### src/pkg/acctr_pkg.sv
// Operation
// - channels 16-21 differential select at odd bits 11..1; 1 differential.
// - channels 16-21 sign select at even bits 10..0; 1 signed.
// - input mode register bits 15..12 read as zero.
// - one interrupt enable per channel, 0-15 low, 16-21 high bits 5..0.
// - read-only ready flag per channel, set when a result is buffered.
// - high enable and ready registers read zero in bits 15..6.
// - trigger register x: low byte holds channel 2x, high byte channel 2x+1.
// - code 0 none, 1 common software, 2 level software, 3 reserved.
// - code 4 PWM special event, 5..10 PWM generators 1..6 primary.
// - code 11 logic cell one, 12 timer 1, 13 timer 2 period match.
// - code 14 PWM secondary special event, 15..20 generators 1..6 secondary.
// - code 21 logic cell two, 22 output compare 1, 23 output compare 2.
// - codes 24..29 select PWM generators 1..6 current-limit triggers.
// - code 30 pattern trigger generator, 31 external trigger input.
// - trigger registers read zero in bits 15..13 and 7..5.
// - calibration register: core 1 bits 15,10,9,8; core 0 bits 7,2,1,0.
// - writing 1 to start begins calibration; hardware clears it when done. The code starts only if enable was already set before that write.
// - done flag is 0 during calibration, 1 once finished.
// - calibration differential_select select picks differential or single-ended calibration.
package acctr_pkg;
	// ------------------------------------------------------------
	// sizes
	// ------------------------------------------------------------
	localparam int ACCTR_ADDR_W     = 8;
	localparam int ACCTR_NUM_CH     = 22;
	localparam int ACCTR_LO_CH      = 16;
	localparam int ACCTR_MODE_W     = 12;
	localparam int ACCTR_NUM_FIELD  = 24;
	localparam int ACCTR_SRC_W      = 5;
	localparam int ACCTR_NUM_CORE   = 2;
	localparam int ACCTR_TRIG_REGS  = 12;
	localparam int ACCTR_SYNC_W     = 3;
	// ------------------------------------------------------------
	// register map
	// ------------------------------------------------------------
	localparam logic [7:0] ACCTR_OFS_MODE   = 8'h00;
	localparam logic [7:0] ACCTR_OFS_IE_LO  = 8'h04;
	localparam logic [7:0] ACCTR_OFS_IE_HI  = 8'h08;
	localparam logic [7:0] ACCTR_OFS_RDY_LO = 8'h0C;
	localparam logic [7:0] ACCTR_OFS_RDY_HI = 8'h10;
	localparam logic [7:0] ACCTR_OFS_CAL    = 8'h14;
	localparam logic [7:0] ACCTR_OFS_SWTRG  = 8'h18;
	localparam logic [7:0] ACCTR_OFS_TRIG   = 8'h20;
	localparam logic [7:0] ACCTR_LANE_MASK  = 8'h03;
	localparam int         ACCTR_WORD_LSB   = 2;
	// ------------------------------------------------------------
	// field positions
	// ------------------------------------------------------------
	localparam int ACCTR_MODE_SIGN   = 0;
	localparam int ACCTR_MODE_DIFFERENTIAL_SELECT   = 1;
	localparam int ACCTR_FLD_EVEN    = 0;
	localparam int ACCTR_FLD_ODD     = 8;
	localparam int ACCTR_CAL_START   = 0;
	localparam int ACCTR_CAL_EN      = 1;
	localparam int ACCTR_CAL_DIFFERENTIAL_SELECT    = 2;
	localparam int ACCTR_CAL_DONE    = 7;
	localparam int ACCTR_CAL_STRIDE  = 8;
	localparam int ACCTR_SW_COMMON   = 0;
	localparam int ACCTR_SW_LEVEL    = 1;
	// ------------------------------------------------------------
	// trigger source codes
	// ------------------------------------------------------------
	localparam logic [4:0] ACCTR_TRG_NONE        = 5'h00;
	localparam logic [4:0] ACCTR_TRG_COMMON_SW   = 5'h01;
	localparam logic [4:0] ACCTR_TRG_LEVEL_SW    = 5'h02;
	localparam logic [4:0] ACCTR_TRG_RESERVED    = 5'h03;
	localparam logic [4:0] ACCTR_TRG_PWM_SPECIAL = 5'h04;
	localparam logic [4:0] ACCTR_TRG_PWM_PRI1    = 5'h05;
	localparam logic [4:0] ACCTR_TRG_CELL_ONE    = 5'h0B;
	localparam logic [4:0] ACCTR_TRG_TMR1        = 5'h0C;
	localparam logic [4:0] ACCTR_TRG_TMR2        = 5'h0D;
	localparam logic [4:0] ACCTR_TRG_PWM_SEC_SPC = 5'h0E;
	localparam logic [4:0] ACCTR_TRG_PWM_SEC1    = 5'h0F;
	localparam logic [4:0] ACCTR_TRG_CELL_TWO    = 5'h15;
	localparam logic [4:0] ACCTR_TRG_OC1         = 5'h16;
	localparam logic [4:0] ACCTR_TRG_OC2         = 5'h17;
	localparam logic [4:0] ACCTR_TRG_PWM_CL1     = 5'h18;
	localparam logic [4:0] ACCTR_TRG_PATTERN     = 5'h1E;
	localparam logic [4:0] ACCTR_TRG_EXT         = 5'h1F;
	localparam int         ACCTR_PWM_GENS        = 6;
	// ------------------------------------------------------------
	// bus answers
	// ------------------------------------------------------------
	localparam logic [1:0] ACCTR_RESP_OKAY   = 2'h0;
	localparam logic [1:0] ACCTR_RESP_SLVERR = 2'h2;
	// ------------------------------------------------------------
	// types
	// ------------------------------------------------------------
	typedef struct packed {
		logic                      pwm_special;
		logic [ACCTR_PWM_GENS-1:0] pwm_primary;
		logic                      cell_one;
		logic                      tmr1;
		logic                      tmr2;
		logic                      pwm_sec_special;
		logic [ACCTR_PWM_GENS-1:0] pwm_secondary;
		logic                      cell_two;
		logic                      oc1;
		logic                      oc2;
		logic [ACCTR_PWM_GENS-1:0] pwm_climit;
		logic                      pattern;
	} acctr_evt_t;

	typedef struct packed {
		logic [ACCTR_MODE_W-1:0]                      mode;
		logic [ACCTR_NUM_CH-1:0]                      irq_en;
		logic [ACCTR_NUM_CH-1:0]                      ready;
		logic [ACCTR_NUM_FIELD-1:0][ACCTR_SRC_W-1:0]  trig_sel;
		logic [ACCTR_NUM_CORE-1:0]                    cal_differential_select;
		logic [ACCTR_NUM_CORE-1:0]                    cal_en;
		logic [ACCTR_NUM_CORE-1:0]                    cal_start;
		logic [ACCTR_NUM_CORE-1:0]                    cal_done;
		logic [ACCTR_NUM_CORE-1:0]                    cal_pulse;
		logic                                         sw_common;
		logic                                         sw_level;
		logic [ACCTR_SYNC_W-1:0]                      ext_sync;
		logic                                         ext_q;
		logic [ACCTR_NUM_CH-1:0]                      trig_out;
		logic                                         aw_full;
		logic [ACCTR_ADDR_W-1:0]                      aw_addr;
		logic                                         w_full;
		logic [15:0]                                  w_data;
		logic [1:0]                                   w_strb;
		logic                                         bvalid;
		logic [1:0]                                   bresp;
		logic                                         rvalid;
		logic [1:0]                                   rresp;
		logic [31:0]                                  rdata;
	} acctr_state_t;
endpackage

### src/acctr_regs.sv
`timescale 1ns/1ns
module acctr_regs
	import acctr_pkg::*;
(
	// clock and reset
	input  wire logic                          aclk,
	input  wire logic                          aresetn,
	// axi4-lite write
	input  wire logic [ACCTR_ADDR_W-1:0]       awaddr,
	input  wire logic                          awvalid,
	output logic                               awready,
	input  wire logic [31:0]                   wdata,
	input  wire logic [3:0]                    wstrb,
	input  wire logic                          wvalid,
	output logic                               wready,
	output logic [1:0]                         bresp,
	output logic                               bvalid,
	input  wire logic                          bready,
	// axi4-lite read
	input  wire logic [ACCTR_ADDR_W-1:0]       araddr,
	input  wire logic                          arvalid,
	output logic                               arready,
	output logic [31:0]                        rdata,
	output logic [1:0]                         rresp,
	output logic                               rvalid,
	input  wire logic                          rready,
	// trigger events
	input  wire acctr_evt_t                    trigger_events,
	input  wire logic                          external_trigger_input,
	// conversion results
	input  wire logic [ACCTR_NUM_CH-1:0]       result_done,
	input  wire logic [ACCTR_NUM_CH-1:0]       buffer_read,
	// calibration cores
	input  wire logic [ACCTR_NUM_CORE-1:0]     cal_finished,
	output logic [ACCTR_NUM_CORE-1:0]          core_cal_start,
	output logic [ACCTR_NUM_CORE-1:0]          core_cal_diffmode,
	// channel configuration
	output logic [ACCTR_MODE_W/2-1:0]          differential_select,
	output logic [ACCTR_MODE_W/2-1:0]          sign_select,
	output logic [ACCTR_NUM_CH-1:0]            channel_irq_enable,
	output logic [ACCTR_NUM_CH-1:0]            result_ready_flag,
	output logic [ACCTR_NUM_CH-1:0]            channel_trigger
);

	// ------------------------------------------------------------
	// checks
	// ------------------------------------------------------------
	if (ACCTR_NUM_CH > ACCTR_NUM_FIELD || ACCTR_NUM_CH <= ACCTR_LO_CH) begin : g_chk
		$error("channel count does not fit the trigger and enable layout");
	end

	acctr_state_t st_reg;
	acctr_state_t st_next;

	// ------------------------------------------------------------
	// helpers
	// ------------------------------------------------------------
	function automatic logic [15:0] merge16(input logic [15:0] old_v, input logic [15:0] new_v,
		input logic [1:0] strb);
		logic [15:0] m;
		m = {{8{strb[1]}}, {8{strb[0]}}};
		return (old_v & ~m) | (new_v & m);
	endfunction

	function automatic logic [ACCTR_ADDR_W-ACCTR_WORD_LSB-1:0] trig_index(
		input logic [ACCTR_ADDR_W-1:0] a);
		logic [ACCTR_ADDR_W-1:0] t;
		t = a - ACCTR_OFS_TRIG;
		return t[ACCTR_ADDR_W-1:ACCTR_WORD_LSB];
	endfunction

	function automatic logic is_trig(input logic [ACCTR_ADDR_W-1:0] a);
		return (a >= ACCTR_OFS_TRIG) && (32'(trig_index(a)) < ACCTR_TRIG_REGS);
	endfunction

	// returns {hit, data}; unimplemented bits stay zero
	function automatic logic [16:0] read_reg(input acctr_state_t s,
		input logic [ACCTR_ADDR_W-1:0] a);
		logic [15:0]                            d;
		logic                                   hit;
		logic [ACCTR_ADDR_W-ACCTR_WORD_LSB-1:0] idx;
		d   = '0;
		hit = 1'b1;
		idx = trig_index(a);
		if (a == ACCTR_OFS_MODE) begin
			d = 16'(s.mode);
		end else if (a == ACCTR_OFS_IE_LO) begin
			d = s.irq_en[ACCTR_LO_CH-1:0];
		end else if (a == ACCTR_OFS_IE_HI) begin
			d = 16'(s.irq_en[ACCTR_NUM_CH-1:ACCTR_LO_CH]);
		end else if (a == ACCTR_OFS_RDY_LO) begin
			d = s.ready[ACCTR_LO_CH-1:0];
		end else if (a == ACCTR_OFS_RDY_HI) begin
			d = 16'(s.ready[ACCTR_NUM_CH-1:ACCTR_LO_CH]);
		end else if (a == ACCTR_OFS_CAL) begin
			for (int c = 0; c < ACCTR_NUM_CORE; c++) begin
				d[c*ACCTR_CAL_STRIDE+ACCTR_CAL_EN] = s.cal_en[c];
				if (s.cal_en[c]) begin
					d[c*ACCTR_CAL_STRIDE+ACCTR_CAL_DONE]  = s.cal_done[c];
					d[c*ACCTR_CAL_STRIDE+ACCTR_CAL_DIFFERENTIAL_SELECT]  = s.cal_differential_select[c];
					d[c*ACCTR_CAL_STRIDE+ACCTR_CAL_START] = s.cal_start[c];
				end
			end
		end else if (a == ACCTR_OFS_SWTRG) begin
			d[ACCTR_SW_LEVEL] = s.sw_level;
		end else if (is_trig(a)) begin
			d[ACCTR_FLD_EVEN +: ACCTR_SRC_W] = s.trig_sel[2*idx];
			d[ACCTR_FLD_ODD +: ACCTR_SRC_W]  = s.trig_sel[2*idx+1];
		end else begin
			hit = 1'b0;
		end
		return {hit, d};
	endfunction

	// ------------------------------------------------------------
	// next state
	// ------------------------------------------------------------
	always_comb begin
		logic [16:0]                            rd;
		logic [15:0]                            nv;
		logic [ACCTR_ADDR_W-ACCTR_WORD_LSB-1:0] idx;
		logic [31:0]                            src;
		logic [ACCTR_ADDR_W-1:0]                wa;
		rd  = '0;
		nv  = '0;
		src = '0;
		wa  = st_reg.aw_addr & ~ACCTR_LANE_MASK;
		idx = trig_index(wa);
		st_next = st_reg;
		st_next.cal_pulse = '0;
		st_next.sw_common = 1'b0;

		// write address and data are taken in either order
		if (awvalid && awready) begin
			st_next.aw_full = 1'b1;
			st_next.aw_addr = awaddr;
		end
		if (wvalid && wready) begin
			st_next.w_full = 1'b1;
			st_next.w_data = wdata[15:0];
			st_next.w_strb = wstrb[1:0];
		end
		if (st_reg.bvalid && bready) begin
			st_next.bvalid = 1'b0;
		end

		// commit once both halves are held
		if (st_reg.aw_full && st_reg.w_full && !st_reg.bvalid) begin
			st_next.aw_full = 1'b0;
			st_next.w_full  = 1'b0;
			st_next.bvalid  = 1'b1;
			st_next.bresp   = ACCTR_RESP_OKAY;
			if (wa == ACCTR_OFS_MODE) begin
				nv = merge16(16'(st_reg.mode), st_reg.w_data, st_reg.w_strb);
				st_next.mode = nv[ACCTR_MODE_W-1:0];
			end else if (wa == ACCTR_OFS_IE_LO) begin
				nv = merge16(st_reg.irq_en[ACCTR_LO_CH-1:0], st_reg.w_data, st_reg.w_strb);
				st_next.irq_en[ACCTR_LO_CH-1:0] = nv;
			end else if (wa == ACCTR_OFS_IE_HI) begin
				nv = merge16(16'(st_reg.irq_en[ACCTR_NUM_CH-1:ACCTR_LO_CH]),
					st_reg.w_data, st_reg.w_strb);
				st_next.irq_en[ACCTR_NUM_CH-1:ACCTR_LO_CH] =
					nv[ACCTR_NUM_CH-ACCTR_LO_CH-1:0];
			end else if (wa == ACCTR_OFS_RDY_LO || wa == ACCTR_OFS_RDY_HI) begin
				// ready flags belong to hardware; writes are dropped
				st_next.bresp = ACCTR_RESP_OKAY;
			end else if (wa == ACCTR_OFS_CAL) begin
				nv = merge16(st_reg.w_data, st_reg.w_data, st_reg.w_strb);
				for (int c = 0; c < ACCTR_NUM_CORE; c++) begin
					if (st_reg.w_strb[c]) begin
						st_next.cal_en[c] = nv[c*ACCTR_CAL_STRIDE+ACCTR_CAL_EN];
						// gated by the enable held before this write
						if (st_reg.cal_en[c]) begin
							st_next.cal_differential_select[c] =
								nv[c*ACCTR_CAL_STRIDE+ACCTR_CAL_DIFFERENTIAL_SELECT];
							if (nv[c*ACCTR_CAL_STRIDE+ACCTR_CAL_START] &&
								!st_reg.cal_start[c]) begin
								st_next.cal_start[c] = 1'b1;
								st_next.cal_done[c]  = 1'b0;
								st_next.cal_pulse[c] = 1'b1;
							end
						end
					end
				end
			end else if (wa == ACCTR_OFS_SWTRG) begin
				if (st_reg.w_strb[0]) begin
					st_next.sw_common = st_reg.w_data[ACCTR_SW_COMMON];
					st_next.sw_level  = st_reg.w_data[ACCTR_SW_LEVEL];
				end
			end else if (is_trig(wa)) begin
				nv = merge16({3'h0, st_reg.trig_sel[2*idx+1], 3'h0, st_reg.trig_sel[2*idx]},
					st_reg.w_data, st_reg.w_strb);
				st_next.trig_sel[2*idx]   = nv[ACCTR_FLD_EVEN +: ACCTR_SRC_W];
				st_next.trig_sel[2*idx+1] = nv[ACCTR_FLD_ODD +: ACCTR_SRC_W];
			end else begin
				st_next.bresp = ACCTR_RESP_SLVERR;
			end
		end

		// read answers one cycle after the address is taken
		if (st_reg.rvalid && rready) begin
			st_next.rvalid = 1'b0;
		end
		if (arvalid && arready) begin
			rd = read_reg(st_reg, araddr & ~ACCTR_LANE_MASK);
			st_next.rvalid = 1'b1;
			st_next.rdata  = 32'(rd[15:0]);
			st_next.rresp  = rd[16] ? ACCTR_RESP_OKAY : ACCTR_RESP_SLVERR;
		end

		// calibration completion; done set wins over a clearing start
		for (int c = 0; c < ACCTR_NUM_CORE; c++) begin
			if (cal_finished[c] && st_reg.cal_start[c]) begin
				st_next.cal_start[c] = 1'b0;
				st_next.cal_done[c]  = 1'b1;
			end
		end

		// a new result wins over a buffer read in the same cycle
		st_next.ready = (st_reg.ready & ~buffer_read) | result_done;

		// external pin: three stages, change taken when last two agree
		st_next.ext_sync = {st_reg.ext_sync[ACCTR_SYNC_W-2:0], external_trigger_input};
		if (st_reg.ext_sync[ACCTR_SYNC_W-1] == st_reg.ext_sync[ACCTR_SYNC_W-2]) begin
			st_next.ext_q = st_reg.ext_sync[ACCTR_SYNC_W-1];
		end

		// source vector indexed by trigger code
		src[ACCTR_TRG_NONE]        = 1'b0;
		src[ACCTR_TRG_COMMON_SW]   = st_reg.sw_common;
		src[ACCTR_TRG_LEVEL_SW]    = st_reg.sw_level;
		src[ACCTR_TRG_RESERVED]    = 1'b0;
		src[ACCTR_TRG_PWM_SPECIAL] = trigger_events.pwm_special;
		src[ACCTR_TRG_CELL_ONE]    = trigger_events.cell_one;
		src[ACCTR_TRG_TMR1]        = trigger_events.tmr1;
		src[ACCTR_TRG_TMR2]        = trigger_events.tmr2;
		src[ACCTR_TRG_PWM_SEC_SPC] = trigger_events.pwm_sec_special;
		src[ACCTR_TRG_CELL_TWO]    = trigger_events.cell_two;
		src[ACCTR_TRG_OC1]         = trigger_events.oc1;
		src[ACCTR_TRG_OC2]         = trigger_events.oc2;
		src[ACCTR_TRG_PATTERN]     = trigger_events.pattern;
		src[ACCTR_TRG_EXT]         = st_reg.ext_q;
		for (int g = 0; g < ACCTR_PWM_GENS; g++) begin
			src[32'(ACCTR_TRG_PWM_PRI1) + g] = trigger_events.pwm_primary[g];
			src[32'(ACCTR_TRG_PWM_SEC1) + g] = trigger_events.pwm_secondary[g];
			src[32'(ACCTR_TRG_PWM_CL1) + g]  = trigger_events.pwm_climit[g];
		end
		// fields past the last channel are stored but drive nothing
		for (int ch = 0; ch < ACCTR_NUM_CH; ch++) begin
			st_next.trig_out[ch] = src[st_reg.trig_sel[ch]];
		end
	end

	// ------------------------------------------------------------
	// state register
	// ------------------------------------------------------------
	always_ff @(posedge aclk) begin
		if (!aresetn) begin
			st_reg <= '0;
		end else begin
			st_reg <= st_next;
		end
	end

	// ------------------------------------------------------------
	// outputs
	// ------------------------------------------------------------
	assign awready = !st_reg.aw_full && !st_reg.bvalid;
	assign wready  = !st_reg.w_full && !st_reg.bvalid;
	assign bvalid  = st_reg.bvalid;
	assign bresp   = st_reg.bresp;
	assign arready = !st_reg.rvalid;
	assign rvalid  = st_reg.rvalid;
	assign rdata   = st_reg.rdata;
	assign rresp   = st_reg.rresp;

	assign core_cal_start     = st_reg.cal_pulse;
	assign core_cal_diffmode  = st_reg.cal_differential_select;
	assign channel_irq_enable = st_reg.irq_en;
	assign result_ready_flag  = st_reg.ready;
	assign channel_trigger    = st_reg.trig_out;

	for (genvar k = 0; k < ACCTR_MODE_W/2; k++) begin : g_mode
		assign differential_select[k] = st_reg.mode[2*k+ACCTR_MODE_DIFFERENTIAL_SELECT];
		assign sign_select[k]         = st_reg.mode[2*k+ACCTR_MODE_SIGN];
	end

endmodule // acctr_regs

### config.mk
export PLATFORM = sky130hd
export DESIGN_NAME = acctr_regs
export DESIGN_NICKNAME = d
export VERILOG_FILES = /design/src/pkg/acctr_pkg.sv /design/src/acctr_regs.sv
export SDC_FILE = /design/constraint.sdc
export NUM_CORES = 1
export LEC_CHECK = 0
export BUFFER_PORTS_ARGS = -buffer_cell sky130_fd_sc_hd__buf_2
export CORE_UTILIZATION = 40
export DETAILED_ROUTE_END_ITERATION = 10
export SYNTH_ARGS = -nofsm -noshare
export SYNTH_HDL_FRONTEND = slang
export SYNTH_SLANG_ARGS = --single-unit
### constraint.sdc
create_clock -name aclk -period 7.52 [get_ports aclk]
set_clock_uncertainty 0.2 [all_clocks]
set_input_delay 1.88 -clock aclk [delete_from_list [all_inputs] [get_ports aclk]]
set_output_delay 1.88 -clock aclk [all_outputs]
set_load 0.05 [all_outputs]
==> reports/results.ini <==
[die]
die_x_um=218
io_pins=256
initial_core_util_pct=40.8
core_mm2=0.0456
dieHeight_um=218
dieArea_mm2=0.0473
num_rows=78

[cts]
htree_levels=2
clkTransAtPathRegs_ps=60
cts_tree=yes
cts.path.max_buffers=3
cts_buffers=34
cts_root_buf=clkbuf_16
numClockSinks=260
clkLatencyLatePin_ps=570
holdBufCountCts=0
cts_setup_buffers=0
cts-resized-gates=0

[route]
route.detailed.drc=0
via_per_inst=6.68
wl_per_cell_um=28.1
postRouteAntennaNets=0
drt-total-wl_um=68700
first_iter_violations=2173
drtPass1Iterations=6
vias=16300

[sta]
relSlewSlack_pct=25.1
timing.fmax_ghz=0.229
timing.final.crit_share_pct=58.0
rsz0062_at_grt=false
setup_viol=0
worst_pin_slew_ps=1090
finalMaxSlewViolations=0
min_period_ps=4360
hold_viol=0
fin_tns_setup_ps=0

[worst_setup_path]
crit_fanout=34
crit_type=in -> reg
worstPathArrival_ps=4630
crit_path_top_delay_cell=a2111oi_0
critical_path.endpoint_type=flop
critical-path-top-delay-family=compound AO/OA/AOI/OAI gates
path_buf_inv=1
crit_chain=buf_2 > nand2b_1 > a211oi_1 > a2111oi_0 > a221oi_1 > o32ai_1
crit_path_max_incr_delay_ps=970
required_ps=7790
cp-start-kind=input pin

[global_routing]
grt_usage_pct=28.5
grt_start_max_net_pins=71
grt-ovfl-total=0
grt_pass1_vias=15300
antenna_found_initial=0
grt_pass1_wl_um=100000

[synthesis]
syn_inst=1871
synth.area.top_cells=dfxtp_1 (28%), mux4_2 (25%), a22o_1 (5.8%)
ys_seq_area_share_pct=28.0
synth_top_cell_by_area=dfxtp_1
synth_cell_types=72
synth_area_mm2=0.0186
synth_edf_count=0
synth_top_area_share_pct=28.0
ys_warn_count=0
synthFlopType=dfxtp_1
syn-mean-instance-area_um2=9.94
async_reset_ff_share_pct=0
synth_seq_cells=260

[finish]
diodes=0
postLayoutCellArea_mm2=0.0199
fin_util_pct=43.6
syn2layout_area_growth_pct=6.92
layout.nets=1959
drive_gt1_share_pct=28.9

[power]
ir_drop_uv=145
p_leak_nw=7.43
power_density_mw_per_mm2=178

[placement]
io_buffers=215
dpl.hpwl_um=43800
post_dp_cell_area_mm2=0.0188
gp_congestion=0.969

[status]
outcome=finished, final reports clean

[job]
drv_cap=0

[hold_path]
hold_path_class=reg -> reg

## cells by family after synthesis
kind of cell	Yosys count	synth area share, %
simple gates	520	15.6
compound gates	434	16.4
buf+inv	379	10.9
mux	272	28.8
flops	260	28.0
fa+ha+maj	3	0.202
xor+xnor	2	0.0942
other cells	1	0.0202
## final cells by class
cell class,instances,area (um^2)
fill,4295,25700
multi-input combinational,1249,11400
sequential,260,5210
timing repair buffer,232,1200
clock buffer,47,981
tap,600,751
inverter,46,175
clock inverter,11,134
## metal layers
metal	up-vias	routed length (um)	part of all wire, %	track usage [%]
met5	-	0	0	0
met4	0	4010	5.8	16.0
met3	263	8740	13	7.78
met2	1196	30400	44	42.9
met1	7994	25500	37	36.9
li1	6868	-	-	-
## synthesized netlist by cell type (10+ instances only)
master and number:
nand2b_1 24, o211ai_1 21, buf_2 45, inv_1 42
nor2_1 128, o21a_1 10, a31oi_1 30, a22o_1 124
nor3b_1 34, nor3_1 18, nand3_1 21, and3b_1 25
and3_1 26, and4b_1 23, o21ai_0 73, a22oi_1 13
a41oi_1 12, buf_6 10, nand3b_1 32, dfxtp_1 260
a311oi_1 13, nor2b_1 16, mux2i_1 56, a2111oi_0 12
and2_1 12, clkbuf_1 150, buf_4 125, mux4_2 209
nand2_1 121, a21oi_1 86
## tightest hold or removal path: cells and delay by family (launching register included)
kind             cells  cell delay (ps)
flip-flops           1              310
AO/OA/AOI/OAI        1               50
AND/OR/NAND/NOR      1               50
## path summary, 6_finish.rpt
kind	from	to	slack, ps	cells after the start
worst min register to register	st_reg[53]$_SDFFE_PN0P_	st_reg[53]$_SDFFE_PN0P_	260	2
worst max register to register	st_reg[59]$_SDFFE_PN0P_	st_reg[106]$_SDFFE_PN0P_	4110	5
worst min-delay path	st_reg[53]$_SDFFE_PN0P_	st_reg[53]$_SDFFE_PN0P_	260	2
worst max-delay path	araddr[3]	rdata[10]$_SDFFE_PN0P_	3160	6
## where the power goes
part	leakage, nW	internal [W]	total (W)	switching (W)
Clock	0.547	0.000983	0.00165	0.000667
Combinational	4.77	0.000144	0.000451	0.000306
Sequential	2.11	0.00140	0.00143	0.0000285
Total	7.43	0.00253	0.00353	0.00100
## layout by cell type, fill, tap and decap left out, drive strengths merged, types with 3 or more instances in the layout
cell,Yosys,final
o21ai,81,81
mux2i,56,56
a211oi,4,4
o21a,10,10
mux4,209,209
nor3,20,20
nor2b,16,16
nor3b,35,35
a311oi,13,13
nand4,5,5
clkinv,0,8
o211ai,23,23
o22ai,5,5
dfxtp,260,260
a21oi,87,87
a31oi,30,30
and2,12,12
buf,183,232
conb,1,18
clkbuf,150,47
a22oi,16,16
nand3b,32,32
and3,26,26
nor2,140,140
nor4b,3,3
mux2,7,7
a22o,124,124
and4b,23,23
and3b,25,25
ha,3,3
inv,46,46
a41oi,12,12
nand2,121,121
a2111oi,12,12
nand3,29,29
nand2b,24,24
## per-stage QoR
stage | std cells | hold WS (ps) | total power (W) | setup WS [ps]
2_1_floorplan | 1888 | 212 | 0.00177 | 3680
3_3_place_gp | 2387 | 240 | 0.00189 | 2810
3_5_place_dp | 2387 | 247 | 0.00190 | 2740
4_1_cts | 2445 | 257 | 0.00354 | 3320
5_1_grt | 2445 | 278 | 0.00363 | 3180
6_report | 2445 | 257 | 0.00353 | 3160
(Power assumes the default switching activity.)
